<file path="src/hdl/pci_tgt_pkg.sv">
// Constants, states and carriers for the PCI target control block.
// Assumes one clock domain: the PCI bus clock.
package pci_tgt_pkg;
  localparam logic [3:0] cmd_io_rd = 4'h2;
  localparam logic [3:0] cmd_io_wr = 4'h3;
  localparam logic [3:0] cmd_mem_rd = 4'h6;
  localparam logic [3:0] cmd_mem_wr = 4'h7;
  localparam logic [3:0] cmd_cfg_rd = 4'hA;
  localparam logic [3:0] cmd_cfg_wr = 4'hB;
  localparam logic [3:0] cmd_mem_rd_mult = 4'hC;
  localparam logic [3:0] cmd_mem_rd_line = 4'hE;
  // Build option: clear to strip I/O decode and both I/O commands
  localparam logic io_decode_on = 1'b1;
  localparam int io_win_bits = 8;
  // 4 MB window for the 32-bit build; 23 gives the 8 MB 64-bit build
  localparam int mem_window_bits = 22;
  localparam int cfg_idx_lsb = 2;
  localparam int cfg_idx_msb = 7;
  localparam logic [1:0] cfg_type0 = 2'h0;
  // Target latency limits of the bus, in clocks
  localparam logic [4:0] init_wait_limit = 5'h10;
  localparam logic [4:0] next_wait_limit = 5'h08;
  localparam logic [31:0] beat_step = 32'h0000_0004;
  localparam logic [3:0] lanes_off = 4'h0;
  localparam logic [7:0] cbe_idle = 8'hFF;

  typedef enum logic [1:0] {
    st_idle = 2'b00,
    st_claim = 2'b01,
    st_data = 2'b11,
    st_term = 2'b10
  } tgt_state_t;

  typedef struct packed {
    logic frame_n;
    logic irdy_n;
    logic idsel;
    logic [3:0] cbe_n;
    logic [31:0] ad;
  } bus_in_t;

  typedef struct packed {
    logic devsel_n;
    logic trdy_n;
    logic stop_n;
  } tgt_ctl_t;

  typedef struct packed {
    logic is_read;
    logic is_cfg;
    logic is_io;
    logic [5:0] cfg_index;
    logic [31:0] addr;
  } cycle_qual_t;

  typedef struct packed {
    logic rd;
    logic wr;
    logic [1:0] index;
  } dma_reg_req_t;
endpackage

</file>
<file path="src/hdl/pci_target_command_backend_ctrl.sv">
// PCI target control: claim, data phases, retry, disconnect, abort.
// Assumes bus pins and backend signals are on the bus clock.
`timescale 1ns/1ps
`default_nettype none
module pci_target_command_backend_ctrl (
  input wire logic clk_sys, // PCI bus clock
  input wire logic resetn, // Async reset, low
  input wire pci_tgt_pkg::bus_in_t bus_in, // Bus pin inputs
  input wire logic mem_space_en, // Memory decode enable
  input wire logic io_space_en, // I/O decode enable
  input wire logic int_enable, // Interrupts enabled
  input wire logic [31:0] mem_base, // Memory window base
  input wire logic [31:0] io_base, // I/O window base
  input wire logic initiator_active, // Device is initiator
  input wire logic backend_busy, // Backend cannot go on
  input wire logic backend_error, // Backend asks abort
  input wire logic backend_write_ready, // Backend takes data
  input wire logic backend_read_ready, // Backend has data
  input wire logic [31:0] rd_data, // Read data from backend
  input wire logic backend_irq_in_low, // Backend interrupt, low
  input wire logic dma_reg_select_low, // DMA register select
  input wire logic dma_reg_read_low, // DMA register read
  input wire logic dma_reg_write_low, // DMA register write
  input wire logic [1:0] dma_reg_index, // DMA register index
  input wire logic [3:0] initiator_lane_enables_lo, // Lower lanes
  input wire logic [3:0] initiator_lane_enables_hi, // Upper lanes
  output var pci_tgt_pkg::tgt_ctl_t ctl_out, // Target control pins
  output logic ctl_oe, // Drive control pins
  output logic [31:0] ad_out, // Read data to bus
  output logic ad_oe, // Drive data lines
  output logic inta_out, // Interrupt pin level
  output logic inta_oe, // Interrupt pin pulled
  output logic datapath_begin, // Cycle start pulse
  output logic datapath_end, // Cycle end pulse
  output var pci_tgt_pkg::cycle_qual_t cycle_qual, // Per-cycle info
  output logic [31:0] beat_addr, // Address of this beat
  output logic [31:0] wr_data, // Write data to backend
  output logic [3:0] wr_lane_strobe, // Write lane strobes
  output logic rd_taken, // Read beat consumed
  output var pci_tgt_pkg::dma_reg_req_t dma_req, // DMA access
  output logic [7:0] initiator_cbe_n // Initiator lanes
);
  import pci_tgt_pkg::*;

  tgt_state_t state_q;
  tgt_ctl_t ctl_q;
  cycle_qual_t qual_d;
  cycle_qual_t qual_q;
  dma_reg_req_t dma_q;
  logic hit;
  logic frame_prev_q;
  logic ctl_oe_q;
  logic begin_q;
  logic end_q;
  logic data_seen_q;
  logic [4:0] wait_q;
  logic [31:0] beat_addr_q;
  logic [31:0] wr_data_q;
  logic [3:0] wr_lane_q;
  logic [31:0] ad_out_q;
  logic ad_oe_q;
  logic rd_taken_q;
  logic inta_oe_q;
  logic [7:0] cbe_q;
  logic addr_phase;
  logic claim;
  logic busy_eff;
  logic err_eff;
  logic ready;
  logic xfer;
  logic can_move;
  logic last;
  logic timeout;
  logic leaving;
  logic [4:0] wait_lim;

  tgt_cmd_decode u_decode (
    .clk_sys(clk_sys),
    .resetn(resetn),
    .cmd(bus_in.cbe_n),
    .addr(bus_in.ad),
    .idsel(bus_in.idsel),
    .mem_space_en(mem_space_en),
    .io_space_en(io_space_en),
    .mem_base(mem_base),
    .io_base(io_base),
    .hit(hit),
    .qual(qual_d)
  );

  tgt_backend_side u_side (
    .clk_sys(clk_sys),
    .resetn(resetn),
    .int_enable(int_enable),
    .backend_irq_in_low(backend_irq_in_low),
    .dma_reg_select_low(dma_reg_select_low),
    .dma_reg_read_low(dma_reg_read_low),
    .dma_reg_write_low(dma_reg_write_low),
    .dma_reg_index(dma_reg_index),
    .initiator_active(initiator_active),
    .initiator_lane_enables_lo(initiator_lane_enables_lo),
    .initiator_lane_enables_hi(initiator_lane_enables_hi),
    .inta_oe_q(inta_oe_q),
    .dma_req_q(dma_q),
    .initiator_cbe_n_q(cbe_q)
  );

  // Address phase is the first clock of FRAME low; own cycles skipped
  always_comb begin
    addr_phase = !bus_in.frame_n && frame_prev_q &&
                 (state_q == st_idle) && !initiator_active;
    claim = addr_phase && hit;
    busy_eff = backend_busy && !initiator_active;
    err_eff = backend_error && !initiator_active;
    ready = qual_q.is_read ? backend_read_ready : backend_write_ready;
    xfer = (state_q == st_data) && !ctl_q.trdy_n && !bus_in.irdy_n;
    // Once TRDY is out it must stay until the beat moves
    can_move = ctl_q.trdy_n || xfer;
    last = xfer && bus_in.frame_n;
    wait_lim = data_seen_q ? next_wait_limit : init_wait_limit;
    timeout = (wait_q >= wait_lim) && !xfer;
    leaving = ((state_q == st_data) && last) ||
              ((state_q == st_term) && bus_in.frame_n);
  end

  always_ff @(posedge clk_sys or negedge resetn) begin
    if (!resetn) begin
      frame_prev_q <= 1'b1;
    end else begin
      frame_prev_q <= bus_in.frame_n;
    end
  end

  always_ff @(posedge clk_sys or negedge resetn) begin
    if (!resetn) begin
      state_q <= st_idle;
      ctl_q <= '1;
    end else begin
      case (state_q)
        st_idle: begin
          if (claim) begin
            state_q <= st_claim;
            ctl_q.devsel_n <= 1'b0;
          end
        end
        st_claim: begin
          if (err_eff) begin
            state_q <= st_term;
            ctl_q.devsel_n <= 1'b1;
            ctl_q.stop_n <= 1'b0;
          end else if (busy_eff) begin
            state_q <= st_term;
            ctl_q.stop_n <= 1'b0;
          end else begin
            state_q <= st_data;
            ctl_q.trdy_n <= ~ready;
          end
        end
        st_data: begin
          if (last) begin
            state_q <= st_idle;
            ctl_q <= '1;
          end else if (!can_move) begin
            state_q <= st_data;
          end else if (err_eff) begin
            state_q <= st_term;
            ctl_q.devsel_n <= 1'b1;
            ctl_q.trdy_n <= 1'b1;
            ctl_q.stop_n <= 1'b0;
          end else if (busy_eff || timeout) begin
            // Disconnect without data; with none moved it reads as a retry
            state_q <= st_term;
            ctl_q.trdy_n <= 1'b1;
            ctl_q.stop_n <= 1'b0;
          end else begin
            ctl_q.trdy_n <= ~ready;
          end
        end
        st_term: begin
          if (bus_in.frame_n) begin
            state_q <= st_idle;
            ctl_q <= '1;
          end
        end
        default: begin
          state_q <= st_idle;
          ctl_q <= '1;
        end
      endcase
    end
  end

  // Pins stay driven high one clock after release, then float
  always_ff @(posedge clk_sys or negedge resetn) begin
    if (!resetn) begin
      ctl_oe_q <= 1'b0;
    end else begin
      ctl_oe_q <= claim || (state_q != st_idle);
    end
  end

  always_ff @(posedge clk_sys or negedge resetn) begin
    if (!resetn) begin
      begin_q <= 1'b0;
      end_q <= 1'b0;
      qual_q <= '0;
    end else begin
      begin_q <= claim;
      end_q <= leaving;
      if (claim) begin
        qual_q <= qual_d;
      end
    end
  end

  always_ff @(posedge clk_sys or negedge resetn) begin
    if (!resetn) begin
      wait_q <= '0;
    end else if ((state_q != st_data) || xfer) begin
      wait_q <= '0;
    end else if (ctl_q.trdy_n && (wait_q != '1)) begin
      wait_q <= wait_q + 5'h01;
    end
  end

  always_ff @(posedge clk_sys or negedge resetn) begin
    if (!resetn) begin
      data_seen_q <= 1'b0;
      beat_addr_q <= '0;
    end else if (claim) begin
      data_seen_q <= 1'b0;
      beat_addr_q <= bus_in.ad;
    end else if (xfer) begin
      data_seen_q <= 1'b1;
      beat_addr_q <= beat_addr_q + beat_step;
    end
  end

  always_ff @(posedge clk_sys or negedge resetn) begin
    if (!resetn) begin
      wr_data_q <= '0;
      wr_lane_q <= lanes_off;
    end else if (xfer && !qual_q.is_read) begin
      wr_data_q <= bus_in.ad;
      wr_lane_q <= ~bus_in.cbe_n;
    end else begin
      wr_lane_q <= lanes_off;
    end
  end

  // Read data follows the backend until TRDY is out, then holds
  always_ff @(posedge clk_sys or negedge resetn) begin
    if (!resetn) begin
      ad_out_q <= '0;
      ad_oe_q <= 1'b0;
      rd_taken_q <= 1'b0;
    end else begin
      if (can_move) begin
        ad_out_q <= rd_data;
      end
      ad_oe_q <= qual_q.is_read && !leaving &&
                 ((state_q == st_claim) || (state_q == st_data));
      rd_taken_q <= xfer && qual_q.is_read;
    end
  end

  assign ctl_out = ctl_q;
  assign ctl_oe = ctl_oe_q;
  assign ad_out = ad_out_q;
  assign ad_oe = ad_oe_q;
  assign inta_out = 1'b0;
  assign inta_oe = inta_oe_q;
  assign datapath_begin = begin_q;
  assign datapath_end = end_q;
  assign cycle_qual = qual_q;
  assign beat_addr = beat_addr_q;
  assign wr_data = wr_data_q;
  assign wr_lane_strobe = wr_lane_q;
  assign rd_taken = rd_taken_q;
  assign dma_req = dma_q;
  assign initiator_cbe_n = cbe_q;

  chk_retry_start:
  assert property (@(posedge clk_sys) disable iff (!resetn)
    (state_q == st_claim && busy_eff && !err_eff)
      |=> (!ctl_q.stop_n && ctl_q.trdy_n && !ctl_q.devsel_n && !rd_taken))
    else $error("No retry on busy at start");

  chk_disc_busy:
  assert property (@(posedge clk_sys) disable iff (!resetn)
    (state_q == st_data && data_seen_q && can_move && !last && busy_eff && !err_eff)
      |=> (!ctl_q.stop_n && ctl_q.trdy_n && !ctl_q.devsel_n))
    else $error("No disconnect on late busy");

  chk_busy_master:
  assert property (@(posedge clk_sys) disable iff (!resetn)
    (state_q == st_claim && initiator_active && !backend_error)
      |=> ctl_q.stop_n)
    else $error("Busy acted as initiator");

  chk_qual_stable:
  assert property (@(posedge clk_sys) disable iff (!resetn)
    (datapath_begin ##1 !datapath_end) |-> $stable(cycle_qual))
    else $error("Qualifiers moved inside cycle");

  chk_claim_begin:
  assert property (@(posedge clk_sys) disable iff (!resetn)
    claim |=> (datapath_begin && !ctl_q.devsel_n && ctl_oe
               && cycle_qual == $past(qual_d)))
    else $error("Claim not signalled");

  chk_write_lanes:
  assert property (@(posedge clk_sys) disable iff (!resetn)
    (xfer && !qual_q.is_read)
      |=> (wr_lane_strobe == ~$past(bus_in.cbe_n) && wr_data == $past(bus_in.ad)))
    else $error("Write lanes not taken");

  chk_abort:
  assert property (@(posedge clk_sys) disable iff (!resetn)
    (((state_q == st_claim) || (state_q == st_data && can_move && !last)) && err_eff)
      |=> (ctl_q.devsel_n && !ctl_q.stop_n) ##1 (ctl_q.devsel_n))
    else $error("No target abort on error");

  chk_wait_limit:
  assert property (@(posedge clk_sys) disable iff (!resetn)
    (state_q == st_data && !data_seen_q && ctl_q.trdy_n && !err_eff)[*8]
      |-> ##[1:10] (!ctl_q.stop_n || state_q != st_data))
    else $error("No disconnect on slow backend");

  chk_miss_release:
  assert property (@(posedge clk_sys) disable iff (!resetn)
    (addr_phase && !hit) |=> (ctl_q.devsel_n && state_q == st_idle))
    else $error("Miss was claimed");

  chk_single_end:
  assert property (@(posedge clk_sys) disable iff (!resetn)
    last |=> (datapath_end && ctl_q.trdy_n && state_q == st_idle))
    else $error("Last beat did not end cycle");
endmodule // pci_target_command_backend_ctrl
`default_nettype wire

</file>
<file path="src/hdl/tgt_cmd_decode.sv">
// Command and address decode of one address phase.
// Assumes cmd and addr are the bus values of the address phase.
`timescale 1ns/1ps
`default_nettype none
module tgt_cmd_decode (
  input wire logic clk_sys, // Bus clock, for checks
  input wire logic resetn, // Async reset, low
  input wire logic [3:0] cmd, // Command lanes, decoded
  input wire logic [31:0] addr, // Address phase value
  input wire logic idsel, // Config select
  input wire logic mem_space_en, // Memory decode enable
  input wire logic io_space_en, // I/O decode enable
  input wire logic [31:0] mem_base, // Memory window base
  input wire logic [31:0] io_base, // I/O window base
  output logic hit, // Claim this cycle
  output var pci_tgt_pkg::cycle_qual_t qual // Cycle qualifiers
);
  import pci_tgt_pkg::*;
  logic mem_cmd;
  logic io_cmd;
  logic cfg_cmd;
  logic mem_hit;
  logic io_hit;
  logic cfg_hit;

  always_comb begin
    mem_cmd = (cmd == cmd_mem_rd) || (cmd == cmd_mem_wr) ||
              (cmd == cmd_mem_rd_mult) || (cmd == cmd_mem_rd_line);
    io_cmd = io_decode_on && ((cmd == cmd_io_rd) || (cmd == cmd_io_wr));
    cfg_cmd = (cmd == cmd_cfg_rd) || (cmd == cmd_cfg_wr);
    mem_hit = mem_cmd && mem_space_en &&
              (addr[31:mem_window_bits] == mem_base[31:mem_window_bits]);
    io_hit = io_cmd && io_space_en &&
             (addr[31:io_win_bits] == io_base[31:io_win_bits]);
    cfg_hit = cfg_cmd && idsel && (addr[1:0] == cfg_type0);
    hit = mem_hit || io_hit || cfg_hit;
    qual.is_read = ~cmd[0];
    qual.is_cfg = cfg_hit;
    qual.is_io = io_hit;
    qual.cfg_index = addr[cfg_idx_msb:cfg_idx_lsb];
    qual.addr = addr;
  end

  chk_unsup_no_claim:
  assert property (@(posedge clk_sys) disable iff (!resetn)
    (cmd inside {4'h0, 4'h1, 4'h4, 4'h5, 4'h8, 4'h9, 4'hD, 4'hF}) |-> !hit)
    else $error("Unsupported command claimed");

  chk_cfg_select:
  assert property (@(posedge clk_sys) disable iff (!resetn)
    (cfg_cmd && (!idsel || addr[1:0] != cfg_type0)) |-> !hit)
    else $error("Config claimed without select");
endmodule // tgt_cmd_decode
`default_nettype wire

</file>
<file path="src/hdl/tgt_backend_side.sv">
// Interrupt pin drive, DMA register port and initiator lane enables.
// Assumes all backend inputs are made on the bus clock.
`timescale 1ns/1ps
`default_nettype none
module tgt_backend_side (
  input wire logic clk_sys, // Bus clock
  input wire logic resetn, // Async reset, low
  input wire logic int_enable, // Interrupts enabled
  input wire logic backend_irq_in_low, // Backend interrupt, low
  input wire logic dma_reg_select_low, // DMA register select
  input wire logic dma_reg_read_low, // DMA register read
  input wire logic dma_reg_write_low, // DMA register write
  input wire logic [1:0] dma_reg_index, // DMA register index
  input wire logic initiator_active, // Device is initiator
  input wire logic [3:0] initiator_lane_enables_lo, // Lower lanes, low
  input wire logic [3:0] initiator_lane_enables_hi, // Upper lanes, low
  output logic inta_oe_q, // Interrupt pin pulled low
  output var pci_tgt_pkg::dma_reg_req_t dma_req_q, // Sampled DMA access
  output logic [7:0] initiator_cbe_n_q // Lanes to drive
);
  import pci_tgt_pkg::*;

  // Level driven, so the backend clears its source to release the pin
  always_ff @(posedge clk_sys or negedge resetn) begin
    if (!resetn) begin
      inta_oe_q <= 1'b0;
    end else begin
      inta_oe_q <= int_enable && !backend_irq_in_low;
    end
  end

  always_ff @(posedge clk_sys or negedge resetn) begin
    if (!resetn) begin
      dma_req_q <= '0;
    end else begin
      dma_req_q.rd <= !dma_reg_select_low && !dma_reg_read_low;
      dma_req_q.wr <= !dma_reg_select_low && !dma_reg_write_low;
      dma_req_q.index <= dma_reg_index;
    end
  end

  always_ff @(posedge clk_sys or negedge resetn) begin
    if (!resetn) begin
      initiator_cbe_n_q <= cbe_idle;
    end else if (initiator_active) begin
      initiator_cbe_n_q <= {initiator_lane_enables_hi, initiator_lane_enables_lo};
    end else begin
      initiator_cbe_n_q <= cbe_idle;
    end
  end

  chk_irq_drive:
  assert property (@(posedge clk_sys) disable iff (!resetn)
    (int_enable && !backend_irq_in_low) |=> inta_oe_q)
    else $error("Interrupt pin not pulled");

  chk_dma_strobe:
  assert property (@(posedge clk_sys) disable iff (!resetn)
    (dma_reg_select_low || (dma_reg_read_low && dma_reg_write_low))
      |=> !dma_req_q.rd && !dma_req_q.wr)
    else $error("DMA access without strobes");

  chk_lane_drive:
  assert property (@(posedge clk_sys) disable iff (!resetn)
    initiator_active |=> initiator_cbe_n_q[3:0] == $past(initiator_lane_enables_lo))
    else $error("Lower lanes not passed");
endmodule // tgt_backend_side
`default_nettype wire

</file>
<file path="config.mk">
export PLATFORM = sky130hd
export DESIGN_NAME = pci_target_command_backend_ctrl
export DESIGN_NICKNAME = d
export VERILOG_FILES = /design/src/hdl/pci_tgt_pkg.sv /design/src/hdl/pci_target_command_backend_ctrl.sv /design/src/hdl/tgt_cmd_decode.sv /design/src/hdl/tgt_backend_side.sv
export SDC_FILE = /design/constraint.sdc
export NUM_CORES = 1
export LEC_CHECK = 0
export BUFFER_PORTS_ARGS = -buffer_cell sky130_fd_sc_hd__buf_2
export CORE_MARGIN = 3
export CORE_UTILIZATION = 47
export DETAILED_ROUTE_END_ITERATION = 7
export GPL_TIMING_DRIVEN = 0
export PLACE_DENSITY_LB_ADDON = 0.2
export SYNTH_ARGS = -nofsm -noshare
export SYNTH_HDL_FRONTEND = slang
export SYNTH_SLANG_ARGS = --single-unit
</file>
<file path="constraint.sdc">
create_clock -name clk_sys -period 2.8 [get_ports clk_sys]
set_input_delay 0.56 -clock clk_sys [delete_from_list [all_inputs] [get_ports clk_sys]]
set_output_delay 0.56 -clock clk_sys [all_outputs]
set_load 0.05 [all_outputs]
</file>
After elaboration in Yosys (flattened, before gate mapping):

Cells that the tools add are included.

* bits in registers: 171
* output and inout bits: 163

* add/subtract/negate cells: 2
* magnitude comparators: 1
* equality and inequality tests: 23
* mux-type cells: 33
* bitwise operators: 3
* reduce and logical (&&, ||, !) cells: 60

Operator list (count)
* 32-bit 2-to-1 mux: 2
* 32-bit by 3-bit adder with 32-bit output, second input constant: 1
* 1-bit logical AND: 26
* 24-bit equality test: 1
* 4-bit equality test, second input constant: 4
* 5-bit 2-to-1 mux: 3
* 2-bit 2-to-1 mux: 7
* 1-bit logical OR: 13
* 1-bit 2-to-1 mux: 13
* 1-bit logical NOT: 11
* 10-bit equality test: 1
* 2-bit != test, second input constant: 5
* 5-bit AND reduction: 2
* 3-bit 2-to-1 mux: 3
* 4-bit by 2-bit equality test with 1-bit output, second input constant: 2
* 4-bit by 3-bit equality test with 1-bit output, second input constant: 2
* 8-bit 2-to-1 mux: 1
* 2-bit one-hot mux with 4 select lines: 1
* 3-bit != test, second input constant: 2
* 2-bit one-hot mux with 3 select lines: 1
* 3-bit AND reduction: 2
* 2-bit nonzero test: 3
* 5-bit by 1-bit adder with 5-bit output, second input constant: 1
* 5-bit greater-or-equal comparator: 1
* 11 further kinds: 14

Depth between registers and ports, before layout:

* depth after elaboration: 11
* depth in mapped cells: 11
* gate-level depth less buffers: 8

By module:

A second synthesis with hierarchy kept.

* cells, all modules: 751
* area, all modules: 8005.2 µm²

Modules (own cells, without submodules)
* pci_target_command_backend_ctrl: times used 1, cells each 632, area each 6850.3 µm², sequential area each 3958.8 µm²
* tgt_cmd_decode: times used 1, cells each 95, area each 755.7 µm², sequential area each 0.0 µm²
* tgt_backend_side: times used 1, cells each 24, area each 399.1 µm², sequential area each 335.3 µm²

Worst setup path after synthesis:

No wires, ideal clock.

* kind: input -> register
* start: input port initiator_active
* end: register beat_addr_q[20], in the netlist beat_addr[20]
* arrival: 2.352 ns
* data required time: 2.676 ns
* slack: 0.324 ns
* cell stages on the path: 10
* path buffers: 2
* path through: nor4_2 > nand4b_1 > or4_1 > nor4_2 > nor2b_1 > buf_6 > inv_6 > buf_6 > nor2_1 > a211o_1

* longest elaborated chain between the ends: 4
* elaborated cells between the ends (all ways): 5
* classes of those cells: mux (1); reduce/logical (4)

Ends and longest elaborated chain
* from (decl): line pci_target_command_backend_ctrl.sv:14 `input wire logic initiator_active,`
* 1-bit logical NOT (*): line pci_target_command_backend_ctrl.sv:111 `(state_q == st_idle) && !initiator_active;`
* 1-bit logical AND (*): line pci_target_command_backend_ctrl.sv:111
* 1-bit logical AND (*): line pci_target_command_backend_ctrl.sv:112 `claim = addr_phase && hit;`
* 32-bit 2-to-1 mux or 2-bit nonzero test (tied branches)
* to (signal assigned): line pci_target_command_backend_ctrl.sv:232 `beat_addr_q <= bus_in.ad;`
* to (signal assigned): line pci_target_command_backend_ctrl.sv:235 `beat_addr_q <= beat_addr_q + beat_step;`
* to (decl): line pci_target_command_backend_ctrl.sv:57 `logic [31:0] beat_addr_q;`

Mark *: on every way between the ends. The rest lies on a longest branch, timed or not.
A chain may end at the register's enable or synchronous reset.

Final worst setup path:

* start: register state_q[1]
* end: register beat_addr_q[23], in the netlist beat_addr[23]

* longest elaborated chain between the ends: 5
* elaborated cells between the ends (all ways): 9
* classes of those cells: eq/ne (1); mux (1); reduce/logical (7)

Ends and longest elaborated chain
* from (decl): line pci_target_command_backend_ctrl.sv:45 `tgt_state_t state_q;`
* from (signal assigned): line pci_target_command_backend_ctrl.sv:136 `state_q <= st_idle;`
* from (signal assigned): line pci_target_command_backend_ctrl.sv:142 `state_q <= st_claim;`
* from (signal assigned): line pci_target_command_backend_ctrl.sv:148 `state_q <= st_term;`
* 2-bit logical NOT: line pci_target_command_backend_ctrl.sv:111
* 1-bit logical AND: line pci_target_command_backend_ctrl.sv:110 `addr_phase = !bus_in.frame_n && frame_prev_q &&`
* 1-bit logical AND: line pci_target_command_backend_ctrl.sv:111
* 1-bit logical AND: line pci_target_command_backend_ctrl.sv:112
* 32-bit 2-to-1 mux or 2-bit nonzero test (tied branches)

Several ways; a longest one is shown, not always the timed one.

==> flow_results.org <==
** Finish
- Of the cells placed in the final design, the portion with a size suffix greater than 1 is 44.4%.
- Summing all non-filler instances in the final layout gives an area of 9620 sq um.
- Total area of multi-input combinational cells :: 2870 sq um
- Final net count :: 1119
- For this run, the number of standard cells in the final layout without fillers is 1151.
- The repair_antennas step left the layout with diodes totalling 0.
- Layout area overhead :: 33.1%
- The layout has 1247 filler cells.
- Area taken by flip-flops and latches :: 4150 sq um

** Die
- Num ports :: 322
- The initial utilization of the core area, before any placement, comes to 48.8%.
- The core region is 14800 sq um.
- From left edge to right edge, the die measures 130 um.
- The floorplan step set the die height to 130 um.
- The die covers 16900 sq um.
- After floorplanning, the core was divided into 44 placement rows.

** Power and ir drop
- VDD sags by at most 0.000678 V.
- In this run the static leakage power is 5.05 nW.
- Total power per unit cell area :: 738 nW/um^2

** Timing
- Tightest Pin Transition :: 678 ps
- In this run the tightest slew margin relative to its limit is 54.4%.
- Post-route setup slack :: 96.1 ps
- Unrepaired setup endpoints after global routing :: false
- Clock tree skew after final layout :: 7.63 ps
- The routed design could run at a clock period as short as 2700 ps.
- The number of pins exceeding their max-slew limit in the final report came to 0.
- Adding up every negative setup slack in the final design gives 0 ps.
- Total of endpoints with negative setup slack in the final report :: 0
- Maximum clock frequency :: 370 MHz
- Hold WS :: 104 ps
- Final clock period utilization by the worst path :: 96.6%
- Final hold vios :: 0

** GRT
- Final global-route overflow total :: 0
- Global Route Usage Sum :: 25.5%
- The first global-routing pass estimated 32.6 mm of wire.
- Pin count of the biggest net entering global routing :: 89
- Initial antenna violation count :: 0
- The number of global-route vias before repair is 5936.

** Synthesis
- Post-synth top cells :: 153 x sky130_fd_sc_hd__dfrtp_1, 115 x sky130_fd_sc_hd__nand2_1, 67 x sky130_fd_sc_hd__mux2_2
- Warnings, synthesis :: 0
- After synthesis the netlist holds a flip-flop and latch count of 165.
- The mapped netlist covers 7230 sq um.
- Summed over its instances, the top area cell type makes up 53.0% of the synthesized netlist area.
- Counting flops with an async set or reset pin after synthesis yields a share of 100%.
- After synthesis, flip-flops and latches occupy 57.4% of the total area.
- Yosys top cell by area :: sky130_fd_sc_hd__dfrtp_1
- Each instance of the synthesized netlist takes up on average 11.2 sq um.
- Counting every instance in the synthesized netlist gives 644.
- Synth Net Count :: 809
- Cell variety after synth :: 54
- In the synthesized netlist the dominant register cell turns out to be sky130_fd_sc_hd__dfrtp_1.
- Top area cells in the synthesized netlist :: sky130_fd_sc_hd__dfrtp_1 53%, sky130_fd_sc_hd__mux2_2 10%, sky130_fd_sc_hd__nand2_1 6.0%, sky130_fd_sc_hd__dfstp_2 4.4%, sky130_fd_sc_hd__xor2_1 2.8%
- The synthesized design contains 0 enable-type register cells.
- In the post-synthesis netlist, the cell with the most instances is sky130_fd_sc_hd__dfrtp_1.

** Route
- Average via count per standard cell :: 5.30
- Total routed wirelength :: 21.7 mm
- The first detailed-routing pass took 5 iterations.
- Detailed routing inserted a total of 6106 vias.
- For this run, design rule violations remaining after detail routing come to 0.
- After the first detailed-routing iteration, the DRC count stood at 297.
- The detail route stage leaves a number of antenna-violating nets equal to 0.
- WL per Instance :: 18.8 um

** Critical path
- CP Cell Sequence :: buf_4, nand2_1, or3_1, nor3_2, and4_1, nand3_1, o211a_1, a211o_1
- The number of cells on the worst reg-to-reg path is 8.
- Worst R2R Setup Slack :: 100 ps
- Launching element type of the critical path :: register
- Endpoint class of the critical path :: register
- Cell with the biggest individual delay on the critical path :: sky130_fd_sc_hd__nor3_2
- Startpoint-to-endpoint class of the critical path :: register to register
- CP delay by family, top :: simple AND/OR/NAND/NOR gates
- Counting both buffers and inverters, the worst setup path holds a total of 1.
- Critical R2R Launch :: state_q[1]
- Required @ worst endpoint :: 3110 ps
- Data arrival time of the critical path :: 3010 ps
- Critical path's largest stage delay :: 430 ps
- Along the worst path, the maximum fanout reaches 10.
- In this run the critical register-to-register path is captured at beat_addr[23].

** Placed design
- Gpl congestion :: 0.819
- Port buffering added 290 buffers.
- Dpl hpwl :: 16.5 mm
- Pre-CTS WS :: -386 ps
- Counting tap cells, the placed design contains a total of 1119 instances.
- Once placement finished, the instance area stood at 8940 sq um.

** Clock tree
- In this run the number of H-tree levels came out at 4.
- Later-pin clock latency in the skew report :: 420 ps
- CTS placed an instance of sky130_fd_sc_hd__clkbuf_16 at the clock tree root.
- Clock net sink count :: 165
- Clock transition at the registers of the reported paths :: 60 ps
- Buffers added to address setup during post-CTS repair amount to 0.
- In this run, CTS created clock tree buffers numbering 17.
- The clock passes through at most 2 buffers.
- CTS tree :: built

** Run
- Max-cap violations in this run came to 0.

** Hold path
- The worst hold path belongs to the class input pin to async pin.

** Run status
- The flow ran to the end, and the final reports show no timing, DRC or antenna violations.
==> area by class of cell <==
cell class,instances,area share (%)
plain buffers,32,2.13
clock buffers,22,4.83
clock inverters,10,1.54
inverters,16,0.676
multi-input cells,431,29.9
flip-flops and latches,165,43.1
well taps,184,2.39
repair buffers,291,15.5
==> how the worst max path moves through the flow <==
stage / startpoint / to / cells after the start
3_5_place_dp: initiator_active / cycle_qual[11] / 11
4_1_cts: state_q[1] / cycle_qual[11] / 10
6_report: state_q[1] / beat_addr[23] / 8
5_1_grt: state_q[0] / beat_addr[20] / 10
3_3_place_gp: resetn / u_side.dma_req_q[2] / 1
2_1_floorplan: initiator_active / beat_addr[20] / 10
==> state kept, by name, summed over array words and instances, names as in the netlist, 2 cells and up <==
signal,count
u_side.dma_req_q,4
ctl_out,3
cycle_qual,35
ad_out,32
wr_lane_strobe,4
wait_q,5
u_side.initiator_cbe_n_q,8
wr_data,32
beat_addr,32
state_q,2
==> per-stage QoR <==
stage / utilization, % / power, mW
CTS: 64.6 / 7.16
finish: 64.9 / 7.10
global route: 64.9 / 7.38
detailed placement: 60.4 / 4.73
global placement: 60.1 / 4.70
floorplan: - / 4.15
==> routing by layer <==
layer | GRT usage [%] | share of wire (%)
met5 | 0 | 0
met4 | 8.62 | 2.2
met3 | 7.37 | 8.8
met2 | 41.9 | 48
met1 | 32.7 | 41
==> power breakdown <==
group	total [mW]	internal (mW)	switching, mW
clock network	2.42	1.46	0.960
registers	2.80	2.65	0.152
logic	1.88	0.524	1.35
total	7.10	4.63	2.46
==> logic make-up after synthesis <==
kind of cell	synth area share (%)
muxes	10.9
and+or+nand+nor	15.0
other	0.0519
xor gates and xnor gates	4.73
buffers and inverters	3.41
adders and majority gates	1.04
AOI/OAI and AO/OA	7.52
DFF	57.4
==> placed cells by master (no fill, tap or decap), types with 15 or more instances in the layout <==
master / synthesis / final
sky130_fd_sc_hd__dfrtp_1: 153 / 152
sky130_fd_sc_hd__clkbuf_16: 0 / 17
sky130_fd_sc_hd__buf_2: 6 / 290
sky130_fd_sc_hd__inv_1: 15 / 15
sky130_fd_sc_hd__nand2_1: 115 / 115
sky130_fd_sc_hd__xor2_1: 23 / 23
sky130_fd_sc_hd__o21ai_0: 25 / 25
sky130_fd_sc_hd__mux2_2: 67 / 67
sky130_fd_sc_hd__nor2_1: 34 / 34
sky130_fd_sc_hd__nand3_1: 24 / 24
sky130_fd_sc_hd__xnor2_1: 16 / 16
==> repair_timing <==
item,in CTS,in global routing
hold buffers,0,0
setup endpoints to repair,26,66
gates resized for setup,2,21
pin swaps,0,3
hold endpoints to repair,0,0
No activity file was read; power rests on OpenSTA's default activity.
